===== config.mk =====
export PLATFORM = sky130hd
export DESIGN_NAME = ltb_top
export DESIGN_NICKNAME = d
export VERILOG_FILES = /design/src/verilog/ltb_pkg.sv /design/src/verilog/ltb_top.sv
export SDC_FILE = /design/constraint.sdc
export NUM_CORES = 2
export LEC_CHECK = 0
export BUFFER_PORTS_ARGS = -buffer_cell sky130_fd_sc_hd__buf_2
export CAP_MARGIN = 5
export CORE_UTILIZATION = 55
export CTS_CLUSTER_DIAMETER = 150
export CTS_CLUSTER_SIZE = 8
export DETAILED_ROUTE_END_ITERATION = 16
export PLACE_DENSITY_LB_ADDON = 0.05
export SKIP_CTS_REPAIR_TIMING = 1
export SLEW_MARGIN = 30
export SYNTH_ARGS = -nofsm -noshare
export SYNTH_HDL_FRONTEND = slang
export SYNTH_SLANG_ARGS = --single-unit

===== constraint.sdc =====
create_clock -name i_clock -period 8.55 [get_ports i_clock]
set_clock_uncertainty 0.05 [all_clocks]
set_input_delay 1.71 -clock i_clock [delete_from_list [all_inputs] [get_ports i_clock]]
set_output_delay 1.71 -clock i_clock [all_outputs]
set_load 0.01 [all_outputs]

===== src/verilog/ltb_pkg.sv =====
package ltb_pkg;
   // Register byte offsets
   localparam logic [7:0] LTB_OFF_CTRL     = 8'h00;
   localparam logic [7:0] LTB_OFF_ACTION   = 8'h04;
   localparam logic [7:0] LTB_OFF_STATUS   = 8'h08;
   localparam logic [7:0] LTB_OFF_PORT_SET = 8'h0C;
   localparam logic [7:0] LTB_OFF_PORT_RD  = 8'h10;
   localparam logic [7:0] LTB_OFF_PASSPAT  = 8'h14;
   localparam logic [7:0] LTB_OFF_HWPAT    = 8'h18;
   localparam logic [7:0] LTB_OFF_ACDLY    = 8'h1C;
   localparam logic [7:0] LTB_OFF_CH1      = 8'h20;
   localparam logic [7:0] LTB_OFF_CH2      = 8'h24;
   localparam logic [7:0] LTB_OFF_RATIO    = 8'h28;
   localparam logic [7:0] LTB_OFF_DELTA    = 8'h2C;
   localparam logic [7:0] LTB_OFF_SW_BASE  = 8'h40;
   localparam logic [7:0] LTB_SW_STRIDE    = 8'h10;
   localparam logic [7:0] LTB_SW_LO        = 8'h00;
   localparam logic [7:0] LTB_SW_HI        = 8'h04;
   localparam logic [7:0] LTB_SW_PAT       = 8'h08;
   // CTRL field positions
   localparam int LTB_C_EN      = 0;
   localparam int LTB_C_HWFAIL  = 6;
   localparam int LTB_C_FEED    = 8;
   localparam int LTB_C_MODE    = 10;
   localparam int LTB_C_BCON    = 11;
   localparam int LTB_C_WIDTH4  = 12;
   localparam int LTB_C_L4BUSY  = 13;
   localparam int LTB_C_L4POL   = 14;
   localparam int LTB_C_ACEN    = 15;
   // ACTION bits
   localparam int LTB_A_START   = 0;
   localparam int LTB_A_CLRRES  = 1;
   localparam int LTB_A_CLROUT  = 2;
   localparam int LTB_A_LAST    = 3;
   // Reset values
   localparam logic [31:0] LTB_CTRL_RST = 32'h0000_0000;
   localparam logic [3:0]  LTB_PAT_RST  = 4'h0;
   // Timing
   localparam int LTB_CLK_MHZ          = 100;
   localparam int LTB_EOT_PULSE_NS     = 1000;
   localparam int LTB_EOT_CYC          = LTB_EOT_PULSE_NS * LTB_CLK_MHZ / 1000;
   localparam longint LTB_AC_MAX_S     = 60;
   localparam longint LTB_AC_MAX_CYC   = LTB_AC_MAX_S * LTB_CLK_MHZ * 1000000;
   localparam int LTB_US_CYC           = LTB_CLK_MHZ;
   typedef enum logic [1:0] {LTB_FEED_CH1, LTB_FEED_CH2, LTB_FEED_RATIO, LTB_FEED_DELTA} ltb_feed_e;
endpackage


===== src/verilog/ltb_top.sv =====
`timescale 1ns/1ps
// What this block does
// - Each hardware limit fails on compliance (IN) or on non-compliance (OUT), selectable.
// - Hardware limit one watches channel 1, limit two watches channel 2.
// - Each hardware limit owns a fail pattern driven on failure.
// - All six tests have enables; disabled tests never judge.
// - A readable result flag per test: 0 pass, 1 fail.
// - Software limits share one feed: ch1, ch2, ratio or delta.
// - Each software limit holds its own lower and upper bound.
// - Grading uses separate low and high fail patterns per software limit.
// - Sorting uses a pass pattern per software limit band.
// - One composite pass pattern marks overall pass.
// - One composite sorting fail pattern when no enabled band fits.
// - Bin control: update at first failure, or only at sweep end.
// - Clear-results wipes flags and clears the port.
// - Mode selects grading or sorting mapping.
// - Port width is 3 or 4 bits.
// - Software may write the port directly.
// - Current port value is readable.
// - Line four is end-of-test, busy or port data.
// - Line four active polarity is selectable.
// - Output-clear drives the clear pattern, config untouched.
// - Auto-clear with delay holds result then clears.
// - Grading outputs first failing compliance, high or low pattern, else pass.
// - Sorting fails on compliance or no band; first passing band wins.
// - Auto-clear width 0 to 60 s, then programmable clear pattern.
// - Unless busy is selected, 3-bit end-of-test pulses line four; 4-bit uses line four as data.
module ltb_top #(
   parameter int unsigned DW           = 32,            // Reading width
   parameter longint      AC_MAX_CYC   = ltb_pkg::LTB_AC_MAX_CYC // Auto-clear ceiling, cycles
) (
   input  wire logic                i_clock,           // 100 MHz clock
   input  wire logic                i_rstn,            // Async reset, active low
   input  wire logic [5:0]          i_avs_address,     // Word address
   input  wire logic                i_avs_read,        // Read request
   input  wire logic                i_avs_write,       // Write request
   input  wire logic [31:0]         i_avs_writedata,   // Write data
   input  wire logic [3:0]          i_avs_byteenable,  // Byte lanes
   output logic      [31:0]         o_avs_readdata,    // Read data
   output logic                     o_avs_waitrequest, // Stall
   input  wire logic                i_compl_ch1,       // Channel 1 in compliance
   input  wire logic                i_compl_ch2,       // Channel 2 in compliance
   output logic      [3:0]          o_dig_out,         // Digital output lines 1..4
   output logic                     o_busy             // Evaluation in progress
);
   import ltb_pkg::*;

   // Refuse parameter values the logic cannot serve
   if (DW < 2 || DW > 32) begin : g_bad_dw
      $error("DW out of range");
   end
   if (AC_MAX_CYC < 1) begin : g_bad_ac
      $error("AC_MAX_CYC must be positive");
   end

   typedef enum logic [1:0] {LTB_IDLE, LTB_EVAL, LTB_SHOW} ltb_state_e;

   logic [31:0]            ctrl_q;
   logic [3:0]             pass_pat_q, sfail_pat_q, clr_pat_q;
   logic [3:0]             hw_pat_q [2];
   logic [31:0]            ac_dly_us_q;
   logic signed [DW-1:0]   feed_val_q [4];
   logic signed [DW-1:0]   lo_q [4];
   logic signed [DW-1:0]   hi_q [4];
   logic [3:0]             lo_pat_q [4];
   logic [3:0]             hi_pat_q [4];
   logic [3:0]             band_pat_q [4];
   logic [5:0]             result_q;
   logic [3:0]             port_q;
   logic [3:0]             pend_pat_q;
   logic                   pend_fail_q;
   logic                   last_q;
   logic                   eot_q;
   logic [15:0]            eot_cnt_q;
   logic [63:0]            ac_cnt_q;
   logic                   ac_run_q;
   logic                   wait_q;
   ltb_state_e             state_q;

   // Bus decode
   logic        wr, rd;
   logic [7:0]  badr;
   logic        act_start, act_clrres, act_clrout;
   assign wr   = i_avs_write && !o_avs_waitrequest;
   assign rd   = i_avs_read && o_avs_waitrequest;   // Read answered from the wait cycle
   assign badr = {i_avs_address, 2'b00};
   assign act_start  = wr && badr == LTB_OFF_ACTION && i_avs_writedata[LTB_A_START];
   assign act_clrres = wr && badr == LTB_OFF_ACTION && i_avs_writedata[LTB_A_CLRRES];
   assign act_clrout = wr && badr == LTB_OFF_ACTION && i_avs_writedata[LTB_A_CLROUT];

   // Field views
   logic        mode_sort, bcon_end, width4, l4_busy, l4_pol, ac_en;
   logic [5:0]  en;
   logic [1:0]  hw_fail_in;
   ltb_feed_e   feed;
   assign en         = ctrl_q[LTB_C_EN +: 6];
   assign hw_fail_in = ctrl_q[LTB_C_HWFAIL +: 2];
   assign feed       = ltb_feed_e'(ctrl_q[LTB_C_FEED +: 2]);
   assign mode_sort  = ctrl_q[LTB_C_MODE];
   assign bcon_end   = ctrl_q[LTB_C_BCON];
   assign width4     = ctrl_q[LTB_C_WIDTH4];
   assign l4_busy    = ctrl_q[LTB_C_L4BUSY];
   assign l4_pol     = ctrl_q[LTB_C_L4POL];
   assign ac_en      = ctrl_q[LTB_C_ACEN];

   // Wait state: every access answers one cycle after request
   always_ff @(posedge i_clock or negedge i_rstn) begin
      if (!i_rstn) wait_q <= 1'b1;
      else if ((i_avs_read || i_avs_write) && wait_q) wait_q <= 1'b0;
      else wait_q <= 1'b1;
   end
   assign o_avs_waitrequest = wait_q;

   // Byte-enabled merge
   function automatic logic [31:0] merge(input logic [31:0] o, input logic [31:0] n, input logic [3:0] be);
      logic [31:0] r;
      r = o;
      for (int b = 0; b < 4; b++) if (be[b]) r[b*8 +: 8] = n[b*8 +: 8];
      return r;
   endfunction

   // Configuration registers
   always_ff @(posedge i_clock or negedge i_rstn) begin
      if (!i_rstn) begin
         ctrl_q      <= LTB_CTRL_RST;
         pass_pat_q  <= LTB_PAT_RST;
         sfail_pat_q <= LTB_PAT_RST;
         clr_pat_q   <= LTB_PAT_RST;
         hw_pat_q[0] <= LTB_PAT_RST;
         hw_pat_q[1] <= LTB_PAT_RST;
         ac_dly_us_q <= 32'h0000_0000;
         last_q      <= 1'b0;
         for (int i = 0; i < 4; i++) begin
            feed_val_q[i] <= '0;
            lo_q[i] <= '0;
            hi_q[i] <= '0;
            lo_pat_q[i] <= LTB_PAT_RST;
            hi_pat_q[i] <= LTB_PAT_RST;
            band_pat_q[i] <= LTB_PAT_RST;
         end
      end else if (wr) begin
         case (badr)
            LTB_OFF_CTRL:    ctrl_q <= merge(ctrl_q, i_avs_writedata, i_avs_byteenable);
            LTB_OFF_ACTION:  last_q <= i_avs_writedata[LTB_A_LAST];
            LTB_OFF_PASSPAT: begin
               pass_pat_q  <= i_avs_writedata[3:0];
               sfail_pat_q <= i_avs_writedata[11:8];
               clr_pat_q   <= i_avs_writedata[19:16];
            end
            LTB_OFF_HWPAT: begin
               hw_pat_q[0] <= i_avs_writedata[3:0];
               hw_pat_q[1] <= i_avs_writedata[11:8];
            end
            LTB_OFF_ACDLY:   ac_dly_us_q <= i_avs_writedata;
            LTB_OFF_CH1:     feed_val_q[0] <= i_avs_writedata[DW-1:0];
            LTB_OFF_CH2:     feed_val_q[1] <= i_avs_writedata[DW-1:0];
            LTB_OFF_RATIO:   feed_val_q[2] <= i_avs_writedata[DW-1:0];
            LTB_OFF_DELTA:   feed_val_q[3] <= i_avs_writedata[DW-1:0];
            default: begin
               for (int i = 0; i < 4; i++) begin
                  if (badr == LTB_OFF_SW_BASE + 8'(i) * LTB_SW_STRIDE + LTB_SW_LO) begin
                     lo_q[i] <= i_avs_writedata[DW-1:0];
                  end
                  if (badr == LTB_OFF_SW_BASE + 8'(i) * LTB_SW_STRIDE + LTB_SW_HI) hi_q[i] <= i_avs_writedata[DW-1:0];
                  if (badr == LTB_OFF_SW_BASE + 8'(i) * LTB_SW_STRIDE + LTB_SW_PAT) begin
                     lo_pat_q[i]   <= i_avs_writedata[3:0];
                     hi_pat_q[i]   <= i_avs_writedata[11:8];
                     band_pat_q[i] <= i_avs_writedata[19:16];
                  end
               end
            end
         endcase
      end
   end

   // Evaluation of one reading
   logic signed [DW-1:0] sel_val;
   logic [1:0]  hw_fail;
   logic [3:0]  lo_fail, hi_fail;
   logic [5:0]  fail_vec;
   logic [3:0]  eval_pat;
   logic        eval_fail;
   always_comb begin
      sel_val   = feed_val_q[feed];
      hw_fail[0] = en[0] && (hw_fail_in[0] ? i_compl_ch1 : !i_compl_ch1);
      hw_fail[1] = en[1] && (hw_fail_in[1] ? i_compl_ch2 : !i_compl_ch2);
      for (int i = 0; i < 4; i++) begin
         lo_fail[i] = en[2+i] && (sel_val < lo_q[i]);
         hi_fail[i] = en[2+i] && !lo_fail[i] && (sel_val > hi_q[i]);
      end
      fail_vec  = {lo_fail | hi_fail, hw_fail};
      eval_pat  = pass_pat_q;
      eval_fail = 1'b0;
      if (hw_fail[0]) begin
         eval_pat = hw_pat_q[0];
         eval_fail = 1'b1;
      end else if (hw_fail[1]) begin
         eval_pat = hw_pat_q[1];
         eval_fail = 1'b1;
      end else if (!mode_sort) begin
         for (int i = 3; i >= 0; i--) begin
            if (hi_fail[i]) begin
               eval_pat = hi_pat_q[i];
               eval_fail = 1'b1;
            end else if (lo_fail[i]) begin
               eval_pat = lo_pat_q[i];
               eval_fail = 1'b1;
            end
         end
      end else if (en[5:2] != 4'h0) begin
         eval_pat = sfail_pat_q;
         eval_fail = 1'b1;
         for (int i = 3; i >= 0; i--) begin
            if (en[2+i] && !lo_fail[i] && !hi_fail[i]) begin
               eval_pat = band_pat_q[i];
               eval_fail = 1'b0;
            end
         end
      end
   end

   // Sequencer and result flags
   logic start_ok;
   assign start_ok = act_start && state_q != LTB_EVAL;
   always_ff @(posedge i_clock or negedge i_rstn) begin
      if (!i_rstn) begin
         state_q     <= LTB_IDLE;
         result_q    <= 6'h00;
         pend_pat_q  <= LTB_PAT_RST;
         pend_fail_q <= 1'b0;
      end else if (act_clrres) begin
         state_q     <= LTB_IDLE;
         result_q    <= 6'h00;
         pend_fail_q <= 1'b0;
      end else begin
         case (state_q)
            LTB_IDLE, LTB_SHOW: if (start_ok) state_q <= LTB_EVAL;
            LTB_EVAL: begin
               result_q <= fail_vec;
               if (!pend_fail_q) pend_pat_q <= eval_pat;
               pend_fail_q <= pend_fail_q | eval_fail;
               state_q <= LTB_SHOW;
            end
            default: state_q <= LTB_IDLE;
         endcase
         if (state_q == LTB_SHOW && start_ok && last_q == 1'b0 && !bcon_end) pend_fail_q <= 1'b0;
      end
   end

   // Port update decision
   logic show_now, sweep_done;
   assign sweep_done = state_q == LTB_EVAL && (last_q || (!bcon_end && (eval_fail || !mode_sort)));
   assign show_now   = state_q == LTB_EVAL && (!bcon_end ? (eval_fail || last_q) : last_q);
   logic [3:0] show_pat;
   assign show_pat = pend_fail_q ? pend_pat_q : eval_pat;

   // Digital output value
   logic ac_done;
   assign ac_done = ac_run_q && ac_cnt_q == 64'h0;
   always_ff @(posedge i_clock or negedge i_rstn) begin
      if (!i_rstn) port_q <= LTB_PAT_RST;
      else if (act_clrres || act_clrout || ac_done) port_q <= clr_pat_q;
      else if (wr && badr == LTB_OFF_PORT_SET) port_q <= i_avs_writedata[3:0];
      else if (show_now) port_q <= show_pat;
   end

   // Auto-clear hold timer in clock cycles
   always_ff @(posedge i_clock or negedge i_rstn) begin
      if (!i_rstn) begin
         ac_run_q <= 1'b0;
         ac_cnt_q <= 64'h0;
      end else if (show_now && ac_en) begin
         ac_run_q <= 1'b1;
         ac_cnt_q <= (64'(ac_dly_us_q) * 64'(LTB_US_CYC) > 64'(AC_MAX_CYC)) ?
                     64'(AC_MAX_CYC) : 64'(ac_dly_us_q) * 64'(LTB_US_CYC);
      end else if (ac_done || act_clrout || act_clrres || !ac_en) begin
         ac_run_q <= 1'b0;
      end else if (ac_run_q) begin
         ac_cnt_q <= ac_cnt_q - 64'h1;
      end
   end

   // End-of-test pulse
   always_ff @(posedge i_clock or negedge i_rstn) begin
      if (!i_rstn) begin
         eot_q     <= 1'b0;
         eot_cnt_q <= 16'h0000;
      end else if (sweep_done) begin
         eot_q     <= 1'b1;
         eot_cnt_q <= 16'(LTB_EOT_CYC - 1);
      end else if (eot_cnt_q != 16'h0000) begin
         eot_cnt_q <= eot_cnt_q - 16'h0001;
      end else begin
         eot_q <= 1'b0;
      end
   end

   // Registered pins; line four per width and function
   logic busy_now;
   assign busy_now = state_q == LTB_EVAL;
   always_ff @(posedge i_clock or negedge i_rstn) begin
      if (!i_rstn) begin
         o_dig_out <= {~LTB_CTRL_RST[LTB_C_L4POL], 3'h0}; // Line four rests inactive
         o_busy    <= 1'b0;
      end else begin
         o_busy       <= busy_now;
         o_dig_out[2:0] <= port_q[2:0];
         if (l4_busy) o_dig_out[3] <= busy_now ^ !l4_pol;
         else if (width4) o_dig_out[3] <= port_q[3];
         else o_dig_out[3] <= eot_q ^ !l4_pol;
      end
   end

   // Read mux, loaded in the wait state so data stands when waitrequest drops
   always_ff @(posedge i_clock or negedge i_rstn) begin
      if (!i_rstn) o_avs_readdata <= 32'h0000_0000;
      else if (rd) begin
         case (badr)
            LTB_OFF_CTRL:    o_avs_readdata <= ctrl_q;
            LTB_OFF_STATUS:  o_avs_readdata <= {24'h0, pend_fail_q, busy_now, result_q};
            LTB_OFF_PORT_SET,
            LTB_OFF_PORT_RD: o_avs_readdata <= {28'h0, o_dig_out};
            LTB_OFF_PASSPAT: o_avs_readdata <= {12'h0, clr_pat_q, 4'h0, sfail_pat_q, 4'h0, pass_pat_q};
            LTB_OFF_HWPAT:   o_avs_readdata <= {20'h0, hw_pat_q[1], 4'h0, hw_pat_q[0]};
            LTB_OFF_ACDLY:   o_avs_readdata <= ac_dly_us_q;
            default:         o_avs_readdata <= 32'h0000_0000;
         endcase
      end
   end

   // Assertions
   AST_CLR_RES: assert property (@(posedge i_clock) disable iff (!i_rstn)
      act_clrres |=> result_q == 6'h00) else $error("results not cleared");
   AST_CLR_OUT: assert property (@(posedge i_clock) disable iff (!i_rstn)
      act_clrout |=> port_q == $past(clr_pat_q)) else $error("port not cleared");
   AST_DIS: assert property (@(posedge i_clock) disable iff (!i_rstn)
      (state_q == LTB_EVAL && !act_clrres) |=> (result_q & ~$past(en)) == 6'h00) else $error("disabled test flagged");
   AST_HW1: assert property (@(posedge i_clock) disable iff (!i_rstn)
      (state_q == LTB_EVAL && en[0] && !act_clrres && (hw_fail_in[0] == i_compl_ch1)) |=> result_q[0])
      else $error("hw limit one missed");
   AST_WIN: assert property (@(posedge i_clock) disable iff (!i_rstn)
      (en[2] && sel_val >= lo_q[0] && sel_val <= hi_q[0]) |-> !fail_vec[2]) else $error("window wrong");
   AST_SET: assert property (@(posedge i_clock) disable iff (!i_rstn)
      (wr && badr == LTB_OFF_PORT_SET && !act_clrres && !ac_done)
      |=> ##1 o_dig_out[2:0] == $past(i_avs_writedata[2:0], 2))
      else $error("port write lost");
   AST_W4: assert property (@(posedge i_clock) disable iff (!i_rstn)
      (width4 && !l4_busy) |=> o_dig_out[3] == $past(port_q[3])) else $error("line four not data");
   AST_BUSY: assert property (@(posedge i_clock) disable iff (!i_rstn)
      (l4_busy && busy_now) |=> o_dig_out[3] == $past(l4_pol)) else $error("busy not shown");
   AST_ORDER: assert property (@(posedge i_clock) disable iff (!i_rstn)
      (show_now && !act_clrres) |=> result_q == $past(fail_vec)) else $error("flags not updated with port");
   // Port not claimed by a clear or a direct write this cycle
   logic port_free;
   assign port_free = !act_clrres && !act_clrout && !ac_done && !(wr && badr == LTB_OFF_PORT_SET);
   AST_END: assert property (@(posedge i_clock) disable iff (!i_rstn)
      (state_q == LTB_EVAL && bcon_end && !last_q && port_free) |=> port_q == $past(port_q))
      else $error("port updated before sweep end");
   AST_PASS: assert property (@(posedge i_clock) disable iff (!i_rstn)
      (show_now && !mode_sort && !eval_fail && !pend_fail_q && port_free) |=> port_q == $past(pass_pat_q))
      else $error("pass pattern not shown");
   AST_SFAIL: assert property (@(posedge i_clock) disable iff (!i_rstn)
      (show_now && mode_sort && eval_fail && hw_fail == 2'b00 && !pend_fail_q && port_free)
      |=> port_q == $past(sfail_pat_q)) else $error("sorting fail pattern not shown");
   AST_AC_MAX: assert property (@(posedge i_clock) disable iff (!i_rstn)
      (show_now && ac_en) |=> ac_run_q && ac_cnt_q <= 64'(AC_MAX_CYC)) else $error("auto-clear hold too long");
   COV_GRADE_FAIL: cover property (@(posedge i_clock) show_now && eval_fail && !mode_sort);
   COV_END_SWEEP:  cover property (@(posedge i_clock) show_now && bcon_end);
   COV_SORT_BAND:  cover property (@(posedge i_clock) show_now && !eval_fail && mode_sort);
   COV_AUTOCLR:    cover property (@(posedge i_clock) ac_done);
endmodule

# Yosys cells after proc, flatten, opt, wreduce, memory -nomap -nowiden
# Index checks and enable logic that the tools add are counted.
[classes]
addsub = 2
magnitude_cmp = 10
n_mux = 64
reduce_logical = 99
eq_ne = 29
n_mul = 1
bitwise = 8
[op_table]
columns = ["operator", "count"]
rows = [
  ["$mux W64", 3],
  ["$pmux W32 S6", 1],
  ["$gt A32 B32 Y1", 4],
  ["$lt A32 B32 Y1", 4],
  ["$mux W4", 20],
  ["$eq A6 B5 Y1 const B", 12],
  ["$bmux W32 S2", 1],
  ["$logic_not A64 Y1", 1],
  ["$mux W32", 2],
  ["$sub A64 B1 Y64 const B", 1],
  ["$reduce_and A3 Y1", 16],
  ["$gt A39 B33 Y1 const B", 1],
  ["$mux W39", 1],
  ["$mul A32 B5 Y37 const B", 1],
  ["$logic_and A1 B1 Y1", 35],
  ["$mux W16", 2],
  ["$mux W1", 29],
  ["$eq A6 B3 Y1 const B", 4],
  ["$eq A6 B4 Y1 const B", 4],
  ["$reduce_and A2 Y1", 10],
  ["$reduce_bool A16 Y1", 1],
  ["$sub A16 B1 Y16 const B", 1],
  ["$logic_not A1 Y1", 15],
  ["$eq A6 B2 Y1 const B", 2],
  ["23 further kinds", 42],
]
[totals]
out_inout_bits = 38
ff_bits = 654
input_bits = 48
word_cells = 261

# Depth between registers and ports, before layout
[depth]
word_depth = 25
mapped_depth = 21
mapped_depth_nobuf = 18

# Worst setup path after synthesis
# OpenSTA, ideal clock, no wires.
[synth_path]
path_type = "register -> register"
start = "register ctrl_q[8]"
end = "register ac_cnt_q[14]"
slack_ns = 3.328
setup_time_ns = 0.121
arrival_ns = 5.051
path_buffers = 4
stages_incl_launch_ff = 19
cell_sequence = "dfrtp_1 > buf_6 > buf_1 > mux4_2 > ha_1 > a2111oi_0 > nand2_1 > a31oi_1 > o21ai_0 > or4b_1 > a211o_1 > nor3b_2 > a31o_2 > a211oi_2 > or4_1 > buf_6 > nor2_8 > buf_6 > a22o_1"
[synth_between]
elab_chain_cells = 25
elab_cells_between_ends = 60
cone_classes = "order compare (8); eq/ne (1); mux (21); bitwise (1); reduce/logical (29)"
[synth_rtl]
columns = ["element", "line", "source"]
rows = [
  ["from (decl)", "ltb_top.sv:58", "logic [31:0] ctrl_q;"],
  ["from (signal assigned)", "ltb_top.sv:143", "LTB_OFF_CTRL: ctrl_q <= merge(ctrl_q, i_avs_writedata, i_avs_byteenable);"],
  ["$not A2 Y3 (implied by the code) *", "ltb_top.sv:184", "sel_val = feed_val_q[feed];"],
  ["$bmux W32 S2 *", "ltb_top.sv:184", ""],
  ["$mux W32 (implied by the code) * (2 in a row)", "ltb_top.sv:184", ""],
  ["$lt A32 B32 Y1", "ltb_top.sv:188", "lo_fail[i] = en[2+i] && (sel_val < lo_q[i]);"],
  ["$logic_and A1 B1 Y1", "ltb_top.sv:188", ""],
  ["$logic_not A1 Y1", "ltb_top.sv:189, ltb_top.sv:214", ""],
  ["$logic_and A1 B1 Y1", "ltb_top.sv:189, ltb_top.sv:214", ""],
  ["$logic_and A1 B1 Y1", "ltb_top.sv:189", "hi_fail[i] = en[2+i] && !lo_fail[i] && (sel_val > hi_q[i]);"],
  ["(+8 left out)", "-", ""],
  ["$mux W1 *", "ltb_top.sv:197", "end else if (hw_fail[1]) begin"],
  ["$mux W1 *", "ltb_top.sv:194", "if (hw_fail[0]) begin"],
  ["$logic_or A1 B1 Y1 *", "ltb_top.sv:253", "assign show_now = state_q == LTB_EVAL && (!bcon_end ? (eval_fail || last_q) : last_q);"],
  ["$mux W1 *", "ltb_top.sv:253", ""],
  ["$logic_and A1 B1 Y1 *", "ltb_top.sv:253", ""],
  ["$logic_and A1 B1 Y1 *", "ltb_top.sv:272", "end else if (show_now && ac_en) begin"],
  ["$ne A2 B2 Y1 (no line) or $reduce_bool A2 Y1 (tied branches)", "-", ""],
  ["$reduce_and A2 Y1 (no line)", "-", ""],
  ["to (signal assigned)", "ltb_top.sv:274", "ac_cnt_q <= (64'(ac_dly_us_q) * 64'(LTB_US_CYC) > 64'(AC_MAX_CYC)) ?"],
  ["to (signal assigned)", "ltb_top.sv:279", "ac_cnt_q <= ac_cnt_q - 64'h1;"],
  ["to (decl)", "ltb_top.sv:75", "logic [63:0] ac_cnt_q;"],
]
# Every way passes the cells marked *; elsewhere a longest branch is shown, timed or not. The select of a mux whose other input is x is not followed.
# A chain may end at the register's enable or synchronous reset.

# Worst setup path in the final report
[layout_path]
start = "register ctrl_q[8]"
end = "register ac_cnt_q[5]"
# The elaborated chain is that of the path after synthesis.

==> out/results.ini <==
[global_routing]
grt_max_degree=184
grt_pass1_wl_um=169000
antenna_found_initial=3
grt_remaining_overflow=0
track_usage_pct=31.5
grt_pass1_vias=28600

[setup_path]
worstPathMaxFanout=21
path_class=flop to flop
cp.arrival_ns=7.26
crit_start=ctrl_q[8]
r2r-start=ctrl_q[8]
start_kind=flop
crit_path_end_kind=flop
worst-r2r-setup-slack_ns=1.76
cp.required_ns=9.02

[synth]
postSynthCellCount=3576
yosysTopAreaCell=dfrtp_1
ys_seq_elements=654
yosys.area.top_type_share_pct=42.9
yosysSeqAreaShare_pct=43.0
synthArstFlopShare_pct=100
yosys_warnings=0
synth_edf_count=0
synth_area_per_cell_um2=10.6
syn-cell-area_um2=38000
ys_types=94
synthFlopType=dfrtp_1
synth_most_common_cell=dfrtp_1
syn_nets=4007
synth.cells.most_frequent=dfrtp_1, mux2_2, inv_1, ha_1, nand2_1
synth_area_leaders=dfrtp_1, mux2_2, ha_1

[floorplanning]
dieArea_um2=70200
io_pins=86
start_util_pct=55.5
fp.dieW_um=265
dieHeight_um=265
rows=96
coreArea_um2=68500

[power]
pwr-share-comb_pct=36.9
intPower_w=0.00683
pwr-share-seq_pct=32.9
p_switching_w=0.00397
peakVddDrop_mv=0.279
switching_share_pct=36.8
p_clk_share_pct=30.2
p_leak_nw=20.7
power_density_nw_per_um2=259

[placed_design]
place_congestion=0.930
io_buffers=85
place_inst=4419
dp.final_hpwl_um=76000

[timing]
max_freq_mhz=147
finalCritPeriodShare_pct=79.4
tns_ns=0
worst_pin_slew_ns=0.963
hold_viol_final=0
slew_violations=0
maxSlewHeadroom_pct=35.0
period_needed_ns=6.79
rsz0062_at_grt=false
setup_viol=0

[routing]
vias=27700
detail_route.wl_per_cell_um=23.9
drt_iter0_drc=1806
ant_nets=0
viasPerCell=6.11
drt_first_pass_iters=6
drc=0
wirelength_um=108000

[outcome]
status=complete, no violations

[clocking]
clk_pin_slew_ns=0.05
clockBufferDepth=3
worstSkewPairLatency_ns=0.66
cts-root-buf=clkbuf_16
htree_levels=3
cts_tree=yes
clkSinkCount=654
cts_made_buffers=91

[final_layout]
diodes=0
final.fill_count=5707
drive_gt1_share_pct=20.4
stdcell_count=4530
final_nets=4062
syn_to_final_growth_pct=9.88

[flow_run]
maxCapViolCount=0

[min_path]
hold_path_class=flop to flop
hold_start=port_q[2]

worst max-delay path, stage by stage (launching register included):
cell       delay [ns]
dfrtp_4          0.83
buf_4            0.43
mux4_2           0.72
ha_1             0.38
nand4_1          0.10
nor4_1           0.75
nand2_1          0.25
nor4_1           0.50
a21oi_1          0.18
a21oi_1          0.39
o2111ai_1        0.21
o211a_1          0.33
a211oi_2         0.52
or4_1            0.54
nor2_8           0.17
a22o_1           0.28
logic make-up after synthesis:
family | synth area share [%]
AOI/OAI and AO/OA | 11.5
and+or+nand+nor | 8.98
muxes | 15.6
buffers and inverters | 5.89
xor gates and xnor gates | 1.84
DFF | 43.0
adders and majority gates | 13.1
path summary, 6_finish.rpt:
kind,to,cells past startpoint
max,ac_cnt_q[5],15
min,o_dig_out[2],0
max reg2reg,ac_cnt_q[5],15
min reg2reg,o_dig_out[2],0
max in group asynchronous,lo_q[36],3
min in group asynchronous,ac_dly_us_q[31],1
sequential cells by signal (all words and copies together), names as in the netlist, 32 cells and up:
signal          cells
ac_cnt_q           64
ac_dly_us_q        32
hi_q              128
feed_val_q        128
ctrl_q             32
o_avs_readdata     32
lo_q              128
power groups by stage:
| stage | clock network [W] | registers (W) | logic, W |
|---|---|---|---|
| 6_report | 0.00327 | 0.00355 | 0.00398 |
| 5_1_grt | 0.00346 | 0.00358 | 0.00445 |
| 4_1_cts | 0.00334 | 0.00355 | 0.00399 |
| 3_5_place_dp | 0 | 0.00360 | 0.00396 |
| 3_3_place_gp | 0 | 0.00359 | 0.00387 |
| 2_1_floorplan | 0 | 0.00353 | 0.00287 |
through the flow:
step / total power, W / instance area, um^2 / hold WS (ns) / setup slack, ns / utilization (%)
final: 0.0108 / 41800 / 0.340 / 1.76 / 61.0
after global routing: 0.0115 / 41800 / 0.351 / 1.45 / 61.0
after CTS: 0.0109 / 41700 / 0.340 / 1.36 / 61.0
after detailed placement: 0.00756 / 39300 / 0.329 / 1.38 / 57.3
after global placement: 0.00745 / 39200 / 0.322 / 1.47 / 57.3
after floorplan: 0.00640 / 38000 / 0.303 / 3.33 / -
area by class of cell:
cell class / count / area [um^2] / area share, %
Multi-Input combinational cell: 2336 / 19500 / 46.6
Sequential cell: 654 / 16400 / 39.2
Clock buffer: 104 / 2360 / 5.64
Inverter: 432 / 1620 / 3.88
Tap cell: 882 / 1100 / 2.64
Timing Repair Buffer: 116 / 729 / 1.75
Clock inverter: 6 / 118 / 0.281
cells in the final DEF, fill, tap and decap left out, types with 34 or more instances in the layout:
cell type	count
mux2_2	457
inv_1	431
buf_2	84
o21ai_0	193
nand3_1	50
a22oi_1	35
nand4_1	43
xnor2_1	47
nor4_1	34
clkbuf_16	92
nor3_1	54
nor2_1	156
ha_1	356
a21o_1	39
a21oi_1	153
dfrtp_1	650
nand2_1	235
layer usage:
| layer | part of all wire [%] | GRT usage [%] | routed length, um | up-vias |
|---|---|---|---|---|
| li1 | - | - | - | 12700 |
| met1 | 44 | 42.1 | 47400 | 14000 |
| met2 | 47 | 51.9 | 51100 | 703 |
| met3 | 4.5 | 4.20 | 4880 | 255 |
| met4 | 4.4 | 12.7 | 4730 | 4 |
| met5 | 0.024 | 0 | 26 | - |
Note: power is estimated with default switching activity, not from simulation.
